$ cat config.mk
export PLATFORM = sky130hd
export DESIGN_NAME = adc_cfg_bank
export DESIGN_NICKNAME = d
export VERILOG_FILES = /design/src/rtl/adc_cfg_pkg.sv /design/src/rtl/adc_cfg_store.sv /design/src/rtl/adc_cfg_bank.sv
export SDC_FILE = /design/constraint.sdc
export NUM_CORES = 1
export LEC_CHECK = 0
export BUFFER_PORTS_ARGS = -buffer_cell sky130_fd_sc_hd__buf_4
export CELL_PAD_IN_SITES_DETAIL_PLACEMENT = 0
export CELL_PAD_IN_SITES_GLOBAL_PLACEMENT = 2
export CORE_UTILIZATION = 25
export DETAILED_ROUTE_END_ITERATION = 10
export GPL_TIMING_DRIVEN = 0
export MAX_ROUTING_LAYER = met4
export PLACE_DENSITY = 0.67
export SETUP_SLACK_MARGIN = 0.1
export SLEW_MARGIN = 30
export SYNTH_ARGS = -nofsm -noshare
export SYNTH_HDL_FRONTEND = slang
export SYNTH_HIERARCHICAL = 1
export SYNTH_SLANG_ARGS = --single-unit
$ cat constraint.sdc
create_clock -name clk -period 4.2 [get_ports clk]
set_input_delay 0.42 -clock clk [delete_from_list [all_inputs] [get_ports clk]]
set_output_delay 0.42 -clock clk [all_outputs]
set_load 0.05 [all_outputs]
$ cat src/rtl/adc_cfg_pkg.sv
/*
  shared constants for the audio processing configuration register bank.
  assumes byte-wide registers on an 8-bit address control port.
*/
package adc_cfg_pkg;
  // ---------------------------------------------------------------
  // register offsets
  // ---------------------------------------------------------------
  localparam logic [7:0] FILTER_VOLUME_CONFIG_ADDR = 8'h6c;
  localparam logic [7:0] AUTO_GAIN_CONFIG_ADDR = 8'h70;
  localparam logic [7:0] INPUT_CHANNEL_ENABLE_ADDR = 8'h73;
  localparam logic [7:0] OUTPUT_SLOT_ENABLE_ADDR = 8'h74;
  // ---------------------------------------------------------------
  // reset values
  // ---------------------------------------------------------------
  localparam logic [7:0] FILTER_VOLUME_CONFIG_RST = 8'h40;
  localparam logic [7:0] AUTO_GAIN_CONFIG_RST = 8'he7;
  localparam logic [7:0] INPUT_CHANNEL_ENABLE_RST = 8'hf0;
  localparam logic [7:0] OUTPUT_SLOT_ENABLE_RST = 8'h00;
  // ---------------------------------------------------------------
  // field positions
  // ---------------------------------------------------------------
  localparam int GANG_BIT = 7;
  localparam int BIQUAD_LSB = 5;
  localparam int SOFT_STEP_OFF_BIT = 4;
  localparam int AUTO_SEL_BIT = 3;
  localparam int LEVEL_LSB = 4;
  localparam int GAIN_LSB = 0;
  localparam int ANALOG_CHANNELS = 4;
  // ---------------------------------------------------------------
  // decoded value tables
  // ---------------------------------------------------------------
  localparam logic [7:0] LEVEL_BASE_DB = 8'h06;
  localparam logic [7:0] LEVEL_STEP_DB = 8'h02;
  localparam logic [7:0] GAIN_STEP_DB = 8'h03;
  localparam logic [3:0] GAIN_LAST_CODE = 4'hd;
endpackage

$ cat src/rtl/adc_cfg_store.sv
/*
  small register store: four byte registers with registered read data.
  assumes the caller supplies a one-hot word select and a reset image parameter.
*/
module adc_cfg_store #(
  parameter int WORDS = 4,
  parameter logic [WORDS*8-1:0] RST_IMG = '0
) (
  input wire logic clk,
  input wire logic rst_n,
  input wire logic [WORDS-1:0] wsel,
  input wire logic wr,
  input wire logic [7:0] wdata,
  input wire logic [WORDS-1:0] rsel,
  output logic [7:0] rdata_ff,
  output logic [WORDS*8-1:0] regs
);
  if (WORDS < 1) begin : g_bad_words
    $error("adc_cfg_store needs at least one word");
  end

  logic [7:0] word_ff [WORDS];
  logic [7:0] nxt_rdata;

  // ---------------------------------------------------------------
  // storage; the reset image is a parameter so reset loads only constants
  // ---------------------------------------------------------------
  for (genvar i = 0; i < WORDS; i++) begin : g_word
    always_ff @(posedge clk or negedge rst_n) begin
      if (!rst_n) begin
        word_ff[i] <= RST_IMG[i*8 +: 8];
      end else if (wr && wsel[i]) begin
        word_ff[i] <= wdata;
      end
    end
    assign regs[i*8 +: 8] = word_ff[i];
  end

  always_comb begin
    nxt_rdata = 8'h00;
    for (int j = 0; j < WORDS; j++) begin
      if (rsel[j]) begin
        nxt_rdata = word_ff[j];
      end
    end
  end

  always_ff @(posedge clk or negedge rst_n) begin
    if (!rst_n) begin
      rdata_ff <= 8'h00;
    end else begin
      rdata_ff <= nxt_rdata;
    end
  end
endmodule // adc_cfg_store

$ cat src/rtl/adc_cfg_bank.sv
/*
  configuration register bank for the multichannel audio processing path.
  assumes a synchronous byte-wide control port (address, write strobe,
  read strobe) already decoded from the serial control interface.
*/
module adc_cfg_bank #(
  parameter int CHANNELS = 8,
  parameter int VOL_W = 8
) (
  input wire logic clk,
  input wire logic arst_n,
  input wire logic [7:0] reg_addr,
  input wire logic reg_wr,
  input wire logic reg_rd,
  input wire logic [7:0] reg_wdata,
  output logic [7:0] reg_rdata_ff,
  output logic reg_rvalid_ff,
  input wire logic [CHANNELS*VOL_W-1:0] per_channel_volume,
  output logic [CHANNELS*VOL_W-1:0] digital_volume_ff,
  output logic [1:0] biquad_count_ff,
  output logic soft_step_off_ff,
  output logic automatic_gain_controller_ff,
  output logic [7:0] auto_level_target_db_ff,
  output logic [7:0] auto_level_gain_limit_db_ff,
  output logic gain_limit_reserved_ff,
  output logic [CHANNELS-1:0] analog_path_enable_ff,
  output logic [CHANNELS-1:0] pdm_path_enable_ff,
  output logic [CHANNELS-1:0] audio_serial_port_slot_oe_ff
);
  if (CHANNELS != 8 || VOL_W < 1) begin : g_bad_shape
    $error("adc_cfg_bank supports exactly eight channels");
  end

  localparam int NREG = 4;
  localparam int IX_FV = 0;
  localparam int IX_AG = 1;
  localparam int IX_IN = 2;
  localparam int IX_OS = 3;

  // ---------------------------------------------------------------
  // reset synchroniser
  // ---------------------------------------------------------------
  logic rst_meta_ff;
  logic rst_n_ff;
  always_ff @(posedge clk or negedge arst_n) begin
    if (!arst_n) begin
      rst_meta_ff <= 1'b0;
      rst_n_ff <= 1'b0;
    end else begin
      rst_meta_ff <= 1'b1;
      rst_n_ff <= rst_meta_ff;
    end
  end

  // ---------------------------------------------------------------
  // address decode
  // ---------------------------------------------------------------
  function automatic logic [NREG-1:0] decode(input logic [7:0] a);
    logic [NREG-1:0] s;
    s = '0;
    s[IX_FV] = (a == adc_cfg_pkg::FILTER_VOLUME_CONFIG_ADDR);
    s[IX_AG] = (a == adc_cfg_pkg::AUTO_GAIN_CONFIG_ADDR);
    s[IX_IN] = (a == adc_cfg_pkg::INPUT_CHANNEL_ENABLE_ADDR);
    s[IX_OS] = (a == adc_cfg_pkg::OUTPUT_SLOT_ENABLE_ADDR);
    return s;
  endfunction

  logic [NREG-1:0] sel;
  logic [NREG*8-1:0] regs;
  logic [7:0] store_rdata;
  assign sel = decode(reg_addr);

  // unmapped addresses read zero because no select bit is set
  adc_cfg_store #(
    .WORDS(NREG),
    .RST_IMG({adc_cfg_pkg::OUTPUT_SLOT_ENABLE_RST, adc_cfg_pkg::INPUT_CHANNEL_ENABLE_RST,
      adc_cfg_pkg::AUTO_GAIN_CONFIG_RST, adc_cfg_pkg::FILTER_VOLUME_CONFIG_RST})
  ) u_store (
    .clk(clk),
    .rst_n(rst_n_ff),
    .wsel(sel),
    .wr(reg_wr),
    .wdata(reg_wdata),
    .rsel(sel),
    .rdata_ff(store_rdata),
    .regs(regs)
  );

  always_ff @(posedge clk or negedge rst_n_ff) begin
    if (!rst_n_ff) begin
      reg_rvalid_ff <= 1'b0;
    end else begin
      reg_rvalid_ff <= reg_rd;
    end
  end
  assign reg_rdata_ff = store_rdata;

  logic [7:0] fv;
  logic [7:0] ag;
  logic [7:0] inen;
  logic [7:0] osen;
  assign fv = regs[IX_FV*8 +: 8];
  assign ag = regs[IX_AG*8 +: 8];
  assign inen = regs[IX_IN*8 +: 8];
  assign osen = regs[IX_OS*8 +: 8];

  // ---------------------------------------------------------------
  // volume ganging and filter controls
  // ---------------------------------------------------------------
  // channel one's value is used even when channel one is disabled
  always_ff @(posedge clk or negedge rst_n_ff) begin
    if (!rst_n_ff) begin
      digital_volume_ff <= '0;
    end else begin
      for (int c = 0; c < CHANNELS; c++) begin
        digital_volume_ff[c*VOL_W +: VOL_W] <= fv[adc_cfg_pkg::GANG_BIT] ?
          per_channel_volume[0 +: VOL_W] : per_channel_volume[c*VOL_W +: VOL_W];
      end
    end
  end

  localparam logic [1:0] BIQUAD_RST =
    adc_cfg_pkg::FILTER_VOLUME_CONFIG_RST[adc_cfg_pkg::BIQUAD_LSB +: 2];
  localparam logic SOFT_OFF_RST =
    adc_cfg_pkg::FILTER_VOLUME_CONFIG_RST[adc_cfg_pkg::SOFT_STEP_OFF_BIT];
  localparam logic AUTO_SEL_RST =
    adc_cfg_pkg::FILTER_VOLUME_CONFIG_RST[adc_cfg_pkg::AUTO_SEL_BIT];

  always_ff @(posedge clk or negedge rst_n_ff) begin
    if (!rst_n_ff) begin
      biquad_count_ff <= BIQUAD_RST;
    end else begin
      biquad_count_ff <= fv[adc_cfg_pkg::BIQUAD_LSB +: 2];
    end
  end

  always_ff @(posedge clk or negedge rst_n_ff) begin
    if (!rst_n_ff) begin
      soft_step_off_ff <= SOFT_OFF_RST;
    end else begin
      soft_step_off_ff <= fv[adc_cfg_pkg::SOFT_STEP_OFF_BIT];
    end
  end

  always_ff @(posedge clk or negedge rst_n_ff) begin
    if (!rst_n_ff) begin
      automatic_gain_controller_ff <= AUTO_SEL_RST;
    end else begin
      automatic_gain_controller_ff <= fv[adc_cfg_pkg::AUTO_SEL_BIT];
    end
  end

  // ---------------------------------------------------------------
  // automatic gain level and limit decode
  // ---------------------------------------------------------------
  // magnitudes in dB: target is negative, so it is reported as attenuation
  logic [3:0] lvl_code;
  logic [3:0] gain_code;
  assign lvl_code = ag[adc_cfg_pkg::LEVEL_LSB +: 4];
  assign gain_code = ag[adc_cfg_pkg::GAIN_LSB +: 4];

  // linear in the code, so undocumented middle codes follow the end points
  function automatic logic [7:0] db_value(input logic [3:0] code, input logic [7:0] base,
    input logic [7:0] step);
    return base + 8'(step * {4'h0, code});
  endfunction

  localparam logic [7:0] LEVEL_RST_DB = db_value(
    adc_cfg_pkg::AUTO_GAIN_CONFIG_RST[adc_cfg_pkg::LEVEL_LSB +: 4],
    adc_cfg_pkg::LEVEL_BASE_DB, adc_cfg_pkg::LEVEL_STEP_DB);
  localparam logic [7:0] GAIN_RST_DB = db_value(
    adc_cfg_pkg::AUTO_GAIN_CONFIG_RST[adc_cfg_pkg::GAIN_LSB +: 4],
    adc_cfg_pkg::GAIN_STEP_DB, adc_cfg_pkg::GAIN_STEP_DB);
  localparam logic GAIN_RSVD_RST =
    adc_cfg_pkg::AUTO_GAIN_CONFIG_RST[adc_cfg_pkg::GAIN_LSB +: 4] > adc_cfg_pkg::GAIN_LAST_CODE;

  always_ff @(posedge clk or negedge rst_n_ff) begin
    if (!rst_n_ff) begin
      auto_level_target_db_ff <= LEVEL_RST_DB;
    end else begin
      auto_level_target_db_ff <= db_value(lvl_code, adc_cfg_pkg::LEVEL_BASE_DB,
        adc_cfg_pkg::LEVEL_STEP_DB);
    end
  end

  always_ff @(posedge clk or negedge rst_n_ff) begin
    if (!rst_n_ff) begin
      auto_level_gain_limit_db_ff <= GAIN_RST_DB;
    end else begin
      auto_level_gain_limit_db_ff <= db_value(gain_code, adc_cfg_pkg::GAIN_STEP_DB,
        adc_cfg_pkg::GAIN_STEP_DB);
    end
  end

  // reserved codes still decode linearly; the flag lets the user see them
  always_ff @(posedge clk or negedge rst_n_ff) begin
    if (!rst_n_ff) begin
      gain_limit_reserved_ff <= GAIN_RSVD_RST;
    end else begin
      gain_limit_reserved_ff <= (gain_code > adc_cfg_pkg::GAIN_LAST_CODE);
    end
  end

  // ---------------------------------------------------------------
  // channel enables and output slots
  // ---------------------------------------------------------------
  // bit 7 is channel one, so index c maps to bit CHANNELS-1-c
  always_ff @(posedge clk or negedge rst_n_ff) begin
    if (!rst_n_ff) begin
      analog_path_enable_ff <= '0;
    end else begin
      for (int c = 0; c < CHANNELS; c++) begin
        analog_path_enable_ff[c] <= (c < adc_cfg_pkg::ANALOG_CHANNELS) &&
          inen[CHANNELS-1-c];
      end
    end
  end

  always_ff @(posedge clk or negedge rst_n_ff) begin
    if (!rst_n_ff) begin
      pdm_path_enable_ff <= '0;
    end else begin
      for (int c = 0; c < CHANNELS; c++) begin
        pdm_path_enable_ff[c] <= inen[CHANNELS-1-c];
      end
    end
  end

  always_ff @(posedge clk or negedge rst_n_ff) begin
    if (!rst_n_ff) begin
      audio_serial_port_slot_oe_ff <= '0;
    end else begin
      for (int c = 0; c < CHANNELS; c++) begin
        audio_serial_port_slot_oe_ff[c] <= osen[CHANNELS-1-c];
      end
    end
  end
endmodule // adc_cfg_bank

-- Word-level counts from Yosys, hierarchy flattened
Cells that the tools add are included.
- memory bits (read-only): 0
- memories kept: 0
- logic and storage cells: 41
- input port bits: 84
- output and inout port bits: 118
- register bits after elaboration: 145
- RAM bits: 0
- bits in latches: 0
- bitwise logic cells: 0
- reductions and logical operators: 4
- add/subtract/negate cells: 2
- mux-type cells: 11
- $mul: 1
- order comparisons: 1
- divide/modulo/power cells: 0
- equal/unequal tests: 4
- shift-type cells: 0
- operator list (operator ; number):
    2-to-1 mux 8 bit ; 11
    == test 8 x 7 -> 1 bit, second input constant ; 4
    adder 2 x 6 -> 7 bit, first input constant ; 1
    adder 3 x 5 -> 6 bit, first input constant ; 1
    multiplier 2 x 4 -> 6 bit, first input constant ; 1
    greater-than comparator 4 bit, second input constant ; 1
    logical AND 1 bit ; 4

-- Logic depth before layout (Yosys ltp)
- word-level depth: 5
- depth in mapped cells: 7
- depth with buffers taken out: 7

-- Modules after synthesis
The synthesis kept the hierarchy.
- modules (own cells, without submodules) (module ; area each (um^2) ; cells each ; instances ; sequential area each (um^2)):
    adc_cfg_bank ; 3469.6 ; 283 ; 1 ; 2483.6
    adc_cfg_store ; 1597.8 ; 109 ; 1 ; 1014.7

-- Worst setup path before layout
OpenSTA, ideal clock, no wires.
- path kind: in2reg
- start point: input reg_addr[7]
- end point: register u_store.rdata_ff[0]
- stages on the path: 6
- setup time: 77 ps
- buffers on the path: 0
- path slack: 2246 ps
- arrival time: 1876 ps
- required time: 4123 ps
- cell sequence: nand3b_4 > or4b_4 > nor3b_2 > nor2b_1 > a22oi_1 > a21oi_1
- word-level cells in the longest chain between the ends: 5
- elaborated cells on any way between the ends: 8
- those cells by class: 4 x eq/ne; 4 x mux
- RTL lines (element ; line ; RTL):
    start, declared ; adc_cfg_bank.sv:12 ; input wire logic [7:0] reg_addr,
    == test 8 x 7 -> 1 bit ; adc_cfg_bank.sv:61 ; s[IX_FV] = (a == adc_cfg_pkg::FILTER_VOLUME_CONFIG_ADDR);
    via sel[0] ; adc_cfg_bank.sv:68 ; logic [NREG-1:0] sel;
    2-to-1 mux 8 bit (4 in a row) ; adc_cfg_store.sv:42 ; if (rsel[j]) begin
    via u_store.nxt_rdata[0] ; adc_cfg_store.sv:23 ; logic [7:0] nxt_rdata;
    end signal, assigned ; adc_cfg_store.sv:52 ; rdata_ff <= nxt_rdata;
    end, declared ; adc_cfg_store.sv:15 ; output logic [7:0] rdata_ff,
The timed path passes the listed nets, and every way through them passes these cells.
A chain may end at the register's enable or synchronous reset.

-- Worst setup path in the final report
- start point: input reg_addr[7]
- end point: register u_store.rdata_ff[3]
The elaborated chain is that of the path after synthesis.

==> run summary <==
Status: finished clean
Antenna diodes: 0
Dpl ws: 1.56 ns
H-tree Lvls: 4
Post-route setup TNS: 0 ns
Largest net degree at the start of global routing: 47
Sink Count: 139
NetSw: 984 µW
Crit path capture type: flop
Max-slew headroom: 49.6%
# setup viols final: 0
Vias in the first global route: 3861
Share of power burned in registers: 40.6%
Sw frac: 27.4%
R2r endpoint: auto_level_gain_limit_db_ff[4]
Detail Placement HPWL: 10.4 mm
Area Growth Syn to Fin: 49.5%
Final worst setup slack: 2.01 ns
ANT nets after route: 0
Synth unique cells: 31
Register area share after synthesis: 69.0%
Die Width: 144 µm
Max VDD drop: 0.262 mV
I/O Buffers: 192
CTS buffer count: 17
Hold path endpoint: reg_rvalid_ff
Wirelength per Cell: 15.7 µm
Internal: 2610 µW
Clock Latency Late Sink: 0.42 ns
Max_cap viols: 0
#FFs+latches synth: 139
NumNets Final: 709
Slowest cell on crit path: nor2b_1
Initial Utilization: 25.8%
Fin crit share: 52.2%
Worst R2R Path Depth: 6
Mapped Area: 0.00507 mm²
Row Count: 51
Core box area: 0.0197 mm²
Worst stage delay on the critical path: 0.57 ns
PostCTS Resize Cnt: 0
Global-route wire length before repair: 21.4 mm
Critical path startpoint category: primary input
CTS hold repair buffers: 1
Worst-margin pin slew: 0.753 ns
Drt total wl: 14.0 mm
Die Height: 144 µm
GPL Wtd Cong: 0.764
Clock Path Buffers: 2
Via density: 4.11
Slew Viols, Final: 0
Mean Syn Cell Area: 12.9 µm²
DIE AREA: 0.0208 mm²
Fmax achieved: 456 MHz
Overflow after GRT: 0
Drc violations: 0
Critical path class: primary input to flop
Post-CTS setup buffers: 0
Final hold vios: 0
CTS root buf: clkbuf_16
Clk pwr share: 44.8%
PwrDens: 474 mW/mm²
FF-to-FF Start: u_store/regs[10]
IO Pins: 202
Vias: 3672
Worst min-delay path class: primary input to flop
Post-layout min period: 2.19 ns
Hold path startpoint: reg_rd
Crit path max fanout: 6
WP data required: 4.52 ns
Setup slack, reg-to-reg: 2.46 ns
Layout cells sized above 1: 47.8%
Combinational share of power: 14.6%
Drt initial violations: 132
Worst-path clk slew: 0.06 ns
Total GRT Usage: 14.6%
Depth of the worst hold-timing path: 1
Critical path arrival: 2.51 ns
First-pass DRT Iterations: 4
CTS tree: built
Yosys Warn Count: 6
Cells after Synth: 392
Worst Skew: 0.00966 ns
Antenna violations before repair: 0
Unrepaired setup endpoints after global routing: no
P_leak: 0.00393 µW
Crit-path cells: buf_4 > nand3b_4 > or4b_4 > nor3b_2 > nor2b_1 > a22oi_1 > a21oi_1
==> state kept, by name (all words and copies together), names as in the netlist <==
name,count
biquad_count_ff,2
auto_level_target_db_ff,5
u_store/regs,32
gain_limit_reserved_ff,1
audio_serial_port_slot_oe_ff,8
pdm_path_enable_ff,8
automatic_gain_controller_ff,1
rst_n_ff,1
digital_volume_ff,64
auto_level_gain_limit_db_ff,6
reg_rvalid_ff,1
rst_meta_ff,1
soft_step_off_ff,1
u_store/rdata_ff,8
==> worst max-delay path, delay by kind of cell <==
family                 cells  cell delay [ns]
AOI/OAI and AO/OA          2             0.40
buffers and inverters      1             0.11
and+or+nand+nor            4             1.58
==> worst max path at each step <==
stage	from	to	slack (ns)	cells past startpoint
3_3_place_gp	rst_n_ff	digital_volume_ff[55]	1.07	0
6_report	reg_addr[7]	u_store/rdata_ff[3]	2.01	7
2_1_floorplan	rst_n_ff	audio_serial_port_slot_oe_ff[0]	1.91	0
5_1_grt	reg_addr[7]	u_store/rdata_ff[3]	1.94	7
4_1_cts	reg_addr[7]	u_store/rdata_ff[3]	2.00	7
3_5_place_dp	reg_addr[7]	u_store/rdata_ff[3]	1.56	7
==> routing by layer <==
layer,vias to the layer above,share of wire [%],GRT usage (%)
li1,1697,-,-
met1,1781,43,17.7
met2,178,45,21.8
met3,16,10,5.86
met4,0,1.3,5.32
met5,-,0,-
==> final cells by class <==
class	instances	area (µm²)
clock inverter	13	190
tap	265	332
buffer	22	136
timing repair buffer	196	1510
inverter	65	244
multi-input combinational	174	1220
clock buffer	19	443
sequential	139	3500
fill	1961	12100
==> placed cells by master (no fill, tap or decap), types with 6 or more instances in the layout <==
cell type  count
nand2_1       13
dfrtp_1      122
dfstp_2       16
o21ai_1        7
clkbuf_1       6
inv_1         65
buf_4        205
o21ai_0       52
clkbuf_16     17
a22oi_1        6
ha_1          10
a21oi_1        7
mux2_2        32
conb_1        10
o22ai_1        7
==> cells by family after synthesis <==
kind of cell / count (synthesis) / share of synthesized area, %
DFF: 139 / 69.0
buffers and inverters: 87 / 7.51
AOI/OAI and AO/OA: 83 / 8.81
and+or+nand+nor: 33 / 3.88
muxes: 32 / 7.11
adders and majority gates: 10 / 2.47
xor gates and xnor gates: 6 / 1.04
other: 2 / 0.148
==> stage by stage <==
stage / util (%) / hold WS (ns) / instance area (µm²) / total power (µW) / std cells
after global placement: 35.0 / 0.204 / 6870 / 2000 / 857
final: 38.6 / 0.112 / 7580 / 3590 / 893
after global routing: 38.6 / 0.0934 / 7580 / 3730 / 893
after detailed placement: 35.3 / 0.205 / 6930 / 2020 / 860
after floorplan: - / 0.124 / 5100 / 1800 / 400
after CTS: 38.6 / 0.0905 / 7580 / 3640 / 893
==> power by group through the flow <==
| stage | clock network (µW) | logic [µW] | registers (µW) |
|---|---|---|---|
| floorplan | 0 | 97.7 | 1700 |
| global placement | 0 | 504 | 1500 |
| detailed placement | 0 | 533 | 1480 |
| CTS | 1650 | 533 | 1460 |
| global route | 1710 | 559 | 1470 |
| finish | 1610 | 526 | 1460 |
==> cell usage after synthesis (all sizes together) <==
cell,n,area [µm²]
xor2,2,17.5
mux2,32,360
a31oi,2,12.5
dfrtp,123,3080
or3,1,6.26
nand3b,3,35.0
ha,10,125
nor2b,1,6.26
conb,2,7.51
or4b,1,13.8
nand2b,2,12.5
or3b,1,8.76
a21oi,7,35.0
dfstp,16,420
nor2,4,15.0
inv,65,244
a21o,2,15.0
clkbuf,5,18.8
o21ai,59,295
o22ai,7,43.8
nor3b,2,20.0
buf,17,118
xnor2,4,35.0
a22oi,6,45.0
nor3,1,5.00
nand2,17,73.8
Power figures use the tool's default switching activity.
